**src/secfe_defines.vh**
```
// Constants of the serial EEPROM command front end.
// Assumes inclusion by bare name from the design file only.
`ifndef SECFE_DEFINES_VH
`define SECFE_DEFINES_VH

// ****************************************
// Opcodes
// ****************************************
`define SECFE_OP_SET_WL 8'h06
`define SECFE_OP_CLR_WL 8'h04
`define SECFE_OP_ST_RD 8'h05
`define SECFE_OP_ST_WR 8'h01
`define SECFE_OP_ARR_RD 8'h03
`define SECFE_OP_ARR_WR 8'h02
`define SECFE_OP_ID_RD 8'h83
`define SECFE_OP_ID_WR 8'h82
`define SECFE_OP_UID_RD 8'h81

// ****************************************
// Decoded command codes on o_cmd
// ****************************************
`define SECFE_CMD_NONE 4'h0
`define SECFE_CMD_SET_WL 4'h1
`define SECFE_CMD_CLR_WL 4'h2
`define SECFE_CMD_ST_RD 4'h3
`define SECFE_CMD_ST_WR 4'h4
`define SECFE_CMD_ARR_RD 4'h5
`define SECFE_CMD_ARR_WR 4'h6
`define SECFE_CMD_ID_RD 4'h7
`define SECFE_CMD_ID_WR 4'h8
`define SECFE_CMD_LOCK_RD 4'h9
`define SECFE_CMD_ID_LOCK 4'hA
`define SECFE_CMD_UID_RD 4'hB

// ****************************************
// Status byte fields and reset values
// ****************************************
`define SECFE_ST_BUSY 0
`define SECFE_ST_WEL 1
`define SECFE_ST_BP_LO 2
`define SECFE_ST_BP_HI 3
`define SECFE_ST_LOCK 7
`define SECFE_BP_RST 2'h0
`define SECFE_LOCK_RST 1'h0

// ****************************************
// Pin reset levels (sck, mosi, csn, wpn, holdn, brownout), protect bounds, id select bit, FIFO size
// ****************************************
`define SECFE_PIN_RST 6'h1C
`define SECFE_ADDR_QTR 16'hC000
`define SECFE_ADDR_HALF 16'h8000
`define SECFE_ID_SEL_BIT 10
`define SECFE_FIFO_WIDTH 8
`define SECFE_FIFO_DEPTH 16

`endif

```
**src/secfe_front_end.v**
```verilog
// Serial EEPROM SPI slave front end with its write-data FIFO.
// Assumes one system clock far faster than the serial clock; the array,
// write timer and read data sit outside and answer on plain ports.
//
// Function
// - Works in SPI mode 0 and mode 3; idle clock level is irrelevant.
// - Input captured on clock rise, output changed on clock fall.
// - All bytes shift most significant bit first, both directions.
// - First input bit taken on first rise after select falls.
// - First output bit appears on the fall after the instruction.
// - Output floats whenever the device is not selected.
// - Active while selected; standby when deselected and no write runs.
// - Before reset release nothing is decoded; release resets into standby.
// - Brown-out resets and silences the device until a new reset.
// - Hold never pauses or disturbs a running internal write.
// - Pause starts while selected, hold low, clock low.
// - While paused output floats; clock and input ignored, position kept.
// - Pause ends when hold is high during a low clock phase.
// - Deselect during pause drops the command and resets the interface.
// - Data-changing commands need the write enable latch set.
// - Block protect bits make part of the array read-only.
// - Write protect pin and lock bit gate status writes.
// - Each command starts at select fall with the opcode byte.
// - Unknown opcode: ignore input, output floats until deselect.
// - Decode latch set, latch clear, status read/write, array read/write.
// - Decode ident read/lock read, ident write/lock, unique id read.
// - Latch cleared at power-up, clear command and each write commit.
// - Status bit 0 is write busy, bit 1 the write enable latch.
`timescale 1ns/1ps
`include "secfe_defines.vh"

// ****************************************
// Write data FIFO
// ****************************************
module secfe_fifo #(
   parameter WIDTH = 8,
   parameter DEPTH = 16,
   parameter AW = 4
) (
   // Clock and reset
   input wire i_clk_sys,
   input wire i_rstn,
   // Fill side
   input wire i_in_valid,
   input wire [WIDTH-1:0] i_in_data,
   output wire o_in_ready,
   // Drain side
   output reg o_out_valid,
   output reg [WIDTH-1:0] o_out_data,
   input wire i_out_ready
);
   reg [WIDTH-1:0] mem [0:DEPTH-1];
   reg [AW-1:0] wr_ptr;
   reg [AW-1:0] rd_ptr;
   reg [AW:0] count;
   wire push;
   wire pop;
   // Output stage is a register so the top sees flop outputs
   assign o_in_ready = (count != DEPTH[AW:0]);
   assign push = i_in_valid && o_in_ready;
   assign pop = (count != {(AW+1){1'b0}}) && (!o_out_valid || i_out_ready);

   always @(posedge i_clk_sys) begin
      if (push) begin
         mem[wr_ptr] <= i_in_data;
      end
   end

   always @(posedge i_clk_sys or negedge i_rstn) begin
      if (!i_rstn) begin
         wr_ptr <= {AW{1'b0}};
         rd_ptr <= {AW{1'b0}};
         count <= {(AW+1){1'b0}};
         o_out_valid <= 1'b0;
         o_out_data <= {WIDTH{1'b0}};
      end else begin
         if (push) begin
            wr_ptr <= wr_ptr + 1'b1;
         end
         if (pop) begin
            rd_ptr <= rd_ptr + 1'b1;
            o_out_data <= mem[rd_ptr];
            o_out_valid <= 1'b1;
         end else if (i_out_ready) begin
            o_out_valid <= 1'b0;
         end
         if (push && !pop) begin
            count <= count + 1'b1;
         end else if (pop && !push) begin
            count <= count - 1'b1;
         end
      end
   end
endmodule // secfe_fifo

// ****************************************
// Front end top
// ****************************************
module secfe_front_end #(
   parameter ID_SEL_BIT = `SECFE_ID_SEL_BIT
) (
   // Clock and power-on reset
   input wire i_clk_sys,
   input wire i_rstn,
   // Pins
   input wire i_sck,
   input wire i_mosi,
   input wire i_csn,
   input wire i_wpn,
   input wire i_holdn,
   output reg o_miso,
   output reg o_miso_oe,
   // Supply monitor
   input wire i_brownout,
   // Array side
   input wire i_write_busy,
   input wire [7:0] i_rd_data,
   output reg o_rd_req,
   output reg [15:0] o_addr,
   output reg [3:0] o_cmd,
   output reg o_write_go,
   output reg o_status_wr,
   output reg o_standby,
   output reg o_wel,
   output reg o_lock,
   output reg [1:0] o_bp,
   output reg o_overrun,
   // Write data stream
   output wire o_wr_valid,
   output wire [7:0] o_wr_data,
   input wire i_wr_ready
);
   localparam ST_IDLE = 3'h0;
   localparam ST_OPC = 3'h1;
   localparam ST_ADDR = 3'h2;
   localparam ST_DATA = 3'h3;
   localparam ST_WAIT = 3'h4;
   localparam [5:0] PIN_RST = `SECFE_PIN_RST;

   // ****************************************
   // Pin sampling
   // ****************************************
   wire [5:0] pin_raw;
   reg [5:0] pin_s1;
   reg [5:0] pin_s2;
   reg [5:0] pin_s3;
   reg [5:0] pin_f;
   reg [5:0] pin_p;
   assign pin_raw = {i_brownout, i_holdn, i_wpn, i_csn, i_mosi, i_sck};

   genvar g;
   generate
      for (g = 0; g < 6; g = g + 1) begin : g_pin
         // Accept a level only once two later stages agree
         always @(posedge i_clk_sys or negedge i_rstn) begin
            if (!i_rstn) begin
               pin_s1[g] <= PIN_RST[g];
               pin_s2[g] <= PIN_RST[g];
               pin_s3[g] <= PIN_RST[g];
               pin_f[g] <= PIN_RST[g];
               pin_p[g] <= PIN_RST[g];
            end else begin
               pin_s1[g] <= pin_raw[g];
               pin_s2[g] <= pin_s1[g];
               pin_s3[g] <= pin_s2[g];
               if (pin_s2[g] == pin_s3[g]) begin
                  pin_f[g] <= pin_s3[g];
               end
               pin_p[g] <= pin_f[g];
            end
         end
      end
   endgenerate

   wire sck_rise = pin_f[0] & ~pin_p[0];
   wire sck_fall = ~pin_f[0] & pin_p[0];
   wire mosi = pin_f[1];
   wire sel = ~pin_f[2];
   wire cs_fall = ~pin_f[2] & pin_p[2];
   wire cs_rise = pin_f[2] & ~pin_p[2];
   wire wpn = pin_f[3];
   wire holdn = pin_f[4];
   wire brown = pin_f[5];

   // ****************************************
   // Decoding helpers
   // ****************************************
   function [3:0] dec_op;
      input [7:0] op;
      begin
         case (op)
            `SECFE_OP_SET_WL: dec_op = `SECFE_CMD_SET_WL;
            `SECFE_OP_CLR_WL: dec_op = `SECFE_CMD_CLR_WL;
            `SECFE_OP_ST_RD: dec_op = `SECFE_CMD_ST_RD;
            `SECFE_OP_ST_WR: dec_op = `SECFE_CMD_ST_WR;
            `SECFE_OP_ARR_RD: dec_op = `SECFE_CMD_ARR_RD;
            `SECFE_OP_ARR_WR: dec_op = `SECFE_CMD_ARR_WR;
            `SECFE_OP_ID_RD: dec_op = `SECFE_CMD_ID_RD;
            `SECFE_OP_ID_WR: dec_op = `SECFE_CMD_ID_WR;
            `SECFE_OP_UID_RD: dec_op = `SECFE_CMD_UID_RD;
            default: dec_op = `SECFE_CMD_NONE;
         endcase
      end
   endfunction

   function is_read;
      input [3:0] c;
      begin
         is_read = (c == `SECFE_CMD_ARR_RD) || (c == `SECFE_CMD_ID_RD) ||
            (c == `SECFE_CMD_LOCK_RD) || (c == `SECFE_CMD_UID_RD);
      end
   endfunction

   function prot;
      input [1:0] bp;
      input [15:0] a;
      begin
         case (bp)
            2'h1: prot = (a >= `SECFE_ADDR_QTR);
            2'h2: prot = (a >= `SECFE_ADDR_HALF);
            2'h3: prot = 1'b1;
            default: prot = 1'b0;
         endcase
      end
   endfunction

   // ****************************************
   // Command engine
   // ****************************************
   reg [2:0] st;
   reg [2:0] bitcnt;
   reg [7:0] rx_sr;
   reg [7:0] tx_sr;
   reg addr_hi_done;
   reg paused;
   reg drv;
   reg dead;
   reg sr_seen;
   reg [7:0] sr_data;
   reg wr_seen;
   reg rd_load;
   reg fifo_push;
   reg [7:0] fifo_byte;
   wire fifo_ready;
   wire [7:0] next_sr = {rx_sr[6:0], mosi};
   wire [7:0] status = {o_lock, 3'h0, o_bp, o_wel, i_write_busy};
   wire [15:0] next_addr = {o_addr[7:0], next_sr};
   wire live = sel & ~paused & ~dead & (st != ST_WAIT) & (st != ST_IDLE);
   wire sr_open = o_wel & ~(o_lock & ~wpn);

   always @(posedge i_clk_sys or negedge i_rstn) begin
      if (!i_rstn) begin
         st <= ST_IDLE;
         bitcnt <= 3'h0;
         rx_sr <= 8'h00;
         tx_sr <= 8'h00;
         addr_hi_done <= 1'b0;
         paused <= 1'b0;
         drv <= 1'b0;
         dead <= 1'b0;
         sr_seen <= 1'b0;
         sr_data <= 8'h00;
         wr_seen <= 1'b0;
         rd_load <= 1'b0;
         fifo_push <= 1'b0;
         fifo_byte <= 8'h00;
         o_miso <= 1'b0;
         o_miso_oe <= 1'b0;
         o_rd_req <= 1'b0;
         o_addr <= 16'h0000;
         o_cmd <= `SECFE_CMD_NONE;
         o_write_go <= 1'b0;
         o_status_wr <= 1'b0;
         o_standby <= 1'b1;
         o_wel <= 1'b0;
         o_lock <= `SECFE_LOCK_RST;
         o_bp <= `SECFE_BP_RST;
         o_overrun <= 1'b0;
      end else begin
         o_rd_req <= 1'b0;
         rd_load <= 1'b0;
         o_write_go <= 1'b0;
         o_status_wr <= 1'b0;
         fifo_push <= 1'b0;
         // Standby waits for any running write to end
         o_standby <= ~sel & ~i_write_busy;
         o_miso_oe <= sel & ~paused & drv & ~dead;
         if (brown) begin
            dead <= 1'b1;
         end
         if (dead || brown) begin
            st <= ST_IDLE;
            o_wel <= 1'b0;
            drv <= 1'b0;
            paused <= 1'b0;
         end else if (cs_fall) begin
            st <= ST_OPC;
            bitcnt <= 3'h0;
            addr_hi_done <= 1'b0;
            drv <= 1'b0;
            sr_seen <= 1'b0;
            wr_seen <= 1'b0;
            paused <= 1'b0;
         end else if (!sel) begin
            // Deselect drops any pause and half command
            paused <= 1'b0;
            drv <= 1'b0;
            st <= ST_IDLE;
            // A deselect in pause commits nothing
            if (cs_rise && st == ST_DATA && bitcnt == 3'h0 &&
               !paused) begin
               case (o_cmd)
                  `SECFE_CMD_SET_WL: o_wel <= 1'b1;
                  `SECFE_CMD_CLR_WL: o_wel <= 1'b0;
                  `SECFE_CMD_ST_WR: begin
                     if (sr_seen && sr_open) begin
                        o_lock <= sr_data[`SECFE_ST_LOCK];
                        o_bp <= {sr_data[`SECFE_ST_BP_HI],
                           sr_data[`SECFE_ST_BP_LO]};
                        o_status_wr <= 1'b1;
                        o_wel <= 1'b0;
                     end
                  end
                  `SECFE_CMD_ARR_WR, `SECFE_CMD_ID_WR,
                  `SECFE_CMD_ID_LOCK: begin
                     if (wr_seen && o_wel) begin
                        o_write_go <= 1'b1;
                        o_wel <= 1'b0;
                     end
                  end
                  default: o_wel <= o_wel;
               endcase
            end
         end else begin
            if (rd_load) begin
               tx_sr <= i_rd_data;
               o_rd_req <= 1'b1;
            end
            // Pause only moves during a low clock phase
            if (!pin_f[0]) begin
               paused <= ~holdn;
            end
            if (live && sck_fall && drv) begin
               o_miso <= tx_sr[7];
               tx_sr <= {tx_sr[6:0], 1'b0};
            end
            if (live && sck_rise) begin
               rx_sr <= next_sr;
               bitcnt <= bitcnt + 3'h1;
               if (bitcnt == 3'h7) begin
                  case (st)
                     ST_OPC: begin
                        o_cmd <= dec_op(next_sr);
                        case (dec_op(next_sr))
                           `SECFE_CMD_NONE: st <= ST_WAIT;
                           `SECFE_CMD_SET_WL, `SECFE_CMD_CLR_WL,
                           `SECFE_CMD_ST_WR: st <= ST_DATA;
                           `SECFE_CMD_ST_RD: begin
                              st <= ST_DATA;
                              tx_sr <= status;
                              drv <= 1'b1;
                           end
                           default: st <= ST_ADDR;
                        endcase
                     end
                     ST_ADDR: begin
                        o_addr <= next_addr;
                        addr_hi_done <= 1'b1;
                        if (addr_hi_done) begin
                           st <= ST_DATA;
                           // Shared opcodes split by one address bit
                           if (next_addr[ID_SEL_BIT]) begin
                              if (o_cmd == `SECFE_CMD_ID_RD) begin
                                 o_cmd <= `SECFE_CMD_LOCK_RD;
                              end else if (o_cmd == `SECFE_CMD_ID_WR) begin
                                 o_cmd <= `SECFE_CMD_ID_LOCK;
                              end
                           end
                           if (is_read(o_cmd)) begin
                              // Fetch once the full address has settled
                              rd_load <= 1'b1;
                              drv <= 1'b1;
                           end
                        end
                     end
                     ST_DATA: begin
                        if (o_cmd == `SECFE_CMD_ST_RD) begin
                           tx_sr <= status;
                        end else if (o_cmd == `SECFE_CMD_ST_WR) begin
                           sr_data <= next_sr;
                           sr_seen <= ~sr_seen;
                        end else if (is_read(o_cmd)) begin
                           rd_load <= 1'b1;
                           o_addr <= o_addr + 16'h0001;
                        end else if (o_cmd == `SECFE_CMD_ARR_WR ||
                           o_cmd == `SECFE_CMD_ID_WR ||
                           o_cmd == `SECFE_CMD_ID_LOCK) begin
                           wr_seen <= 1'b1;
                           o_addr <= o_addr + 16'h0001;
                           // Protected or unlatched bytes never reach FIFO
                           if (o_wel && !(o_cmd == `SECFE_CMD_ARR_WR &&
                              prot(o_bp, o_addr))) begin
                              if (fifo_ready) begin
                                 fifo_push <= 1'b1;
                                 fifo_byte <= next_sr;
                              end else begin
                                 o_overrun <= 1'b1;
                              end
                           end
                        end
                     end
                     default: st <= st;
                  endcase
               end
            end
         end
      end
   end

   // ****************************************
   // Write data buffer
   // ****************************************
   // The serial master cannot be stalled, so a full FIFO flags overrun
   secfe_fifo #(
      .WIDTH(`SECFE_FIFO_WIDTH),
      .DEPTH(`SECFE_FIFO_DEPTH),
      .AW(4)
   ) u_fifo (
      .i_clk_sys(i_clk_sys),
      .i_rstn(i_rstn),
      .i_in_valid(fifo_push),
      .i_in_data(fifo_byte),
      .o_in_ready(fifo_ready),
      .o_out_valid(o_wr_valid),
      .o_out_data(o_wr_data),
      .i_out_ready(i_wr_ready)
   );
endmodule // secfe_front_end

```
**config.mk**
```make
export PLATFORM = sky130hd
export DESIGN_NAME = secfe_front_end
export DESIGN_NICKNAME = d
export VERILOG_FILES = /design/src/secfe_front_end.v
export VERILOG_INCLUDE_DIRS = /design/src /design/src/src
export SDC_FILE = /design/constraint.sdc
export NUM_CORES = 1
export LEC_CHECK = 0
export BUFFER_PORTS_ARGS = -buffer_cell sky130_fd_sc_hd__buf_2
export CORE_ASPECT_RATIO = 0.8
export CORE_UTILIZATION = 33
export CTS_BUF_LIST = sky130_fd_sc_hd__clkbuf_4 sky130_fd_sc_hd__clkbuf_8 sky130_fd_sc_hd__clkbuf_16
export DETAILED_ROUTE_END_ITERATION = 6
export PLACE_DENSITY = 0.46
export SYNTH_ARGS = -nofsm -noshare
export SYNTH_HDL_FRONTEND = slang
export SYNTH_HIERARCHICAL = 1
export SYNTH_SLANG_ARGS = --single-unit
```
**constraint.sdc**
```tcl
create_clock -name i_clk_sys -period 3.33 [get_ports i_clk_sys]
set_clock_uncertainty 0.1 [all_clocks]
set_input_delay 0.333 -clock i_clk_sys [delete_from_list [all_inputs] [get_ports i_clk_sys]]
set_output_delay 0.333 -clock i_clk_sys [all_outputs]
set_load 0.02 [all_outputs]
```
==> reports/qor.csv <==
stage,metric,value,unit
run_status,outcome,finished clean,
die,Top Ports,58,
sta,min Tclk post-route,3.003,ns
clock_tree,CTS tree,built,
yosys,"Primary FF master, synth",edfxtp_1,
global_routing,total grt overflow,0,
yosys,ys async rst share,48.18,%
yosys,syn_nets,811,
routing,First DRT Iteration DRCs,476,
sta,final setup vio count,0,
clock_tree,clock latency on the worst-skew pair,0.53,ns
clock_tree,CTS Buf Count,27,
yosys,"EDFF count, synth",128,
clock_tree,Clock Pin Slew Worst Setup and Hold Paths,0.06,ns
global_routing,global-route wire length before repair,42080,um
global_routing,antenna violations before repair,0,
pwr,Pwr Total,0.006508,W
routing,Total Wirelength,26860,um
critical_path,CP max FO,9,
pwr,pwr dens,513.1,mW/mm^2
finish,"commonest non-fill, non-tap cells in the layout","128 x edfxtp_1, 104 x dfrtp_1, 56 x buf_2, 54 x nand2_1, 46 x a21oi_1",
clock_tree,number of gates resized after cts,0,
sta,RSZ-0062 raised after global routing,false,
sta,actual slew at the worst max-slew pin,1.205,ns
clock_tree,clk sinks,247,
routing,DR vias/cell,5.286,
routing,DRC,0,
min_path,worst min path class,input pin to register,
die,die height,164.1,um
die,Initial Util,34.02,%
global_routing,vias in the first global route,7077,
critical_path,CP arrival,3.36,ns
yosys,"Seq/Total Area, Yosys",63.11,%
global_routing,total track usage,16.39,%
yosys,Syn Inst Count,778,
sta,"Hold Violations, Final",0,
die,FP Rows,58,
critical_path,Setup CP Type,register to register,
place,DPL Wire Length,18040,um
finish,# nets final,892,
critical_path,Crit. End Element,register,
job,Max Cap Viol,0,
sta,Max Clock Freq,0.3331,GHz
yosys,Seq cells post-synth,247,
sta,max-slew violations,0,
critical_path,Top Family by Delay on Critical Path,compound AO/OA/AOI/OAI gates,
routing,wire per inst,20.66,um
routing,antenna-violating nets left,0,
yosys,syn_area_per_cell,13.93,sq um
critical_path,Buffers & Inverters on Critical Path,1,
critical_path,slowest CP cell,a21boi_1,
yosys,post-synthesis cell area,0.01084,sq mm
pwr,Peak VDD IR,329.5,uV
critical_path,Crit path depth,9,
sta,setup TNS,0,ns
critical_path,startpoint types,register,
critical_path,WP data required,3.68,ns
critical_path,CP max stage delay,0.60,ns
clock_tree,H-tree depth,1,
finish,share of cells above drive strength 1,22.95,%
finish,"most common cell after layout, fill and taps aside",edfxtp_1,
clock_tree,Post-CTS Hold Fix Bufs,9,
global_routing,largest net degree at the start of global routing,83,
die,Core Region,0.03186,sq mm
critical_path,worst reg2reg path depth,9,
die,Die Span X,204.6,um
die,Die ar.,0.03357,sq mm
min_path,hold depth,5,
critical_path,CP cell instances,"nor4_1, a21boi_1, ha_1, inv_1, fa_1, a21o_1, a21oi_1, mux2i_1, xnor2_1",
clock_tree,Post-CTS Setup Bufs,0,
sta,Slew headroom,19.67,%
finish,area grow syn2layout,17.04,%
yosys,distinct cell type count after synthesis,74,
routing,drt first pass iters,5,
sta,crit share post-route,90.17,%
clock_tree,CTS root buffer,clkbuf_16,
routing,vias post-DR,6872,
place,Final Wtd Congestion,0.8622,
finish,n_diodes,0,
clock_tree,clk buf depth,3,
pwr,Leak,4.502,nW
yosys,Synth Warn #,6,
place,Buffers on Ports,57,
-- cells by family after synthesis --
| family | share of synthesized area, % |
|---|---|
| muxes | 11.21 |
| DFF | 63.11 |
| buffers and inverters | 2.806 |
| and+or+nand+nor | 9.456 |
| adders and majority gates | 2.448 |
| xor gates and xnor gates | 1.051 |
| AOI/OAI and AO/OA | 9.918 |
-- synth_stat cells (14+ instances only) --
cell	count	area share, %
edfxtp_1	128	35
dfrtp_1	105	24
nand2_1	54	1.9
a21oi_1	46	2.1
o21ai_0	41	1.9
nor2_1	31	1.1
clkbuf_1	25	0.87
mux2_2	24	2.5
mux4_2	23	4.8
inv_1	20	0.69
mux2i_1	19	1.8
nand3_1	15	0.69
dfstp_2	14	3.4
ha_1	14	1.6
-- sequential cells by signal, indices dropped and copies added, names as in the netlist, 3 cells and up --
register,cells
fifo_byte,8
tx_sr,8
u_fifo/o_out_data,8
pin_s3,6
pin_s1,6
u_fifo/wr_ptr,4
u_fifo/count,5
st,3
u_fifo/mem,128
bitcnt,3
o_addr,16
pin_s2,6
rx_sr,7
sr_data,3
u_fifo/rd_ptr,4
o_cmd,4
-- path summary, 6_finish.rpt --
check | endpoint | startpoint | slack, ns
min reg2reg | pin_s2[0] | pin_s1[0] | 0.25
min | tx_sr[5] | i_rd_data[5] | 0.13
max in group asynchronous | pin_s2[3] | i_rstn | 2.08
min in group asynchronous | o_bp[1] | i_rstn | 0.31
max reg2reg | u_fifo/count[4] | u_fifo/count[0] | 0.33
max | u_fifo/count[4] | u_fifo/count[0] | 0.33
-- report_power, final --
part / internal, W / switching, W
logic: 0.0000581 / 0.0000732
clock network: 0.00188 / 0.00122
registers: 0.00324 / 0.0000415
-- routing by layer --
metal / global-route usage, % / share of wire, %
met1: 24.38 / 50
met2: 25.31 / 45
met3: 2.163 / 3.8
met4: 3.799 / 1.8
met5: 0 / 0
-- through the flow --
| step | utilization [%] | setup slack, ns | cells | cell area (sq um) | hold WS, ns |
|---|---|---|---|---|---|
| 6_report | 39.81 | 0.3275 | 1300 | 12680 | 0.1346 |
| 5_1_grt | 39.81 | 0.05445 | 1300 | 12680 | 0.1431 |
| 4_1_cts | 39.81 | 0.3191 | 1300 | 12680 | 0.1123 |
| 3_5_place_dp | 36.64 | 0.3395 | 1241 | 11670 | 0.2411 |
| 3_3_place_gp | 36.64 | 0.5452 | 1241 | 11670 | 0.2316 |
| 2_1_floorplan | - | 0.4214 | 778 | 10840 | -0.06259 |
-- worst register-to-register path: cells and delay by family (launching register included) --
kind	cells	cell delay (ns)
adders and majority gates	2	0.78
xor gates and xnor gates	1	0.15
and+or+nand+nor	1	0.10
AOI/OAI and AO/OA	3	0.99
DFF	1	0.44
buffers and inverters	1	0.12
muxes	1	0.25
-- layout make-up --
cell class	count	area, sq um
Sequential cell	247	6840
Clock inverter	17	182.7
Fill cell	2967	19170
Tap cell	420	525.5
Clock buffer	33	739.5
Timing Repair Buffer	97	626.9
Multi-Input combinational cell	466	3694
Inverter	20	75.07
(Power assumes the default switching activity.)
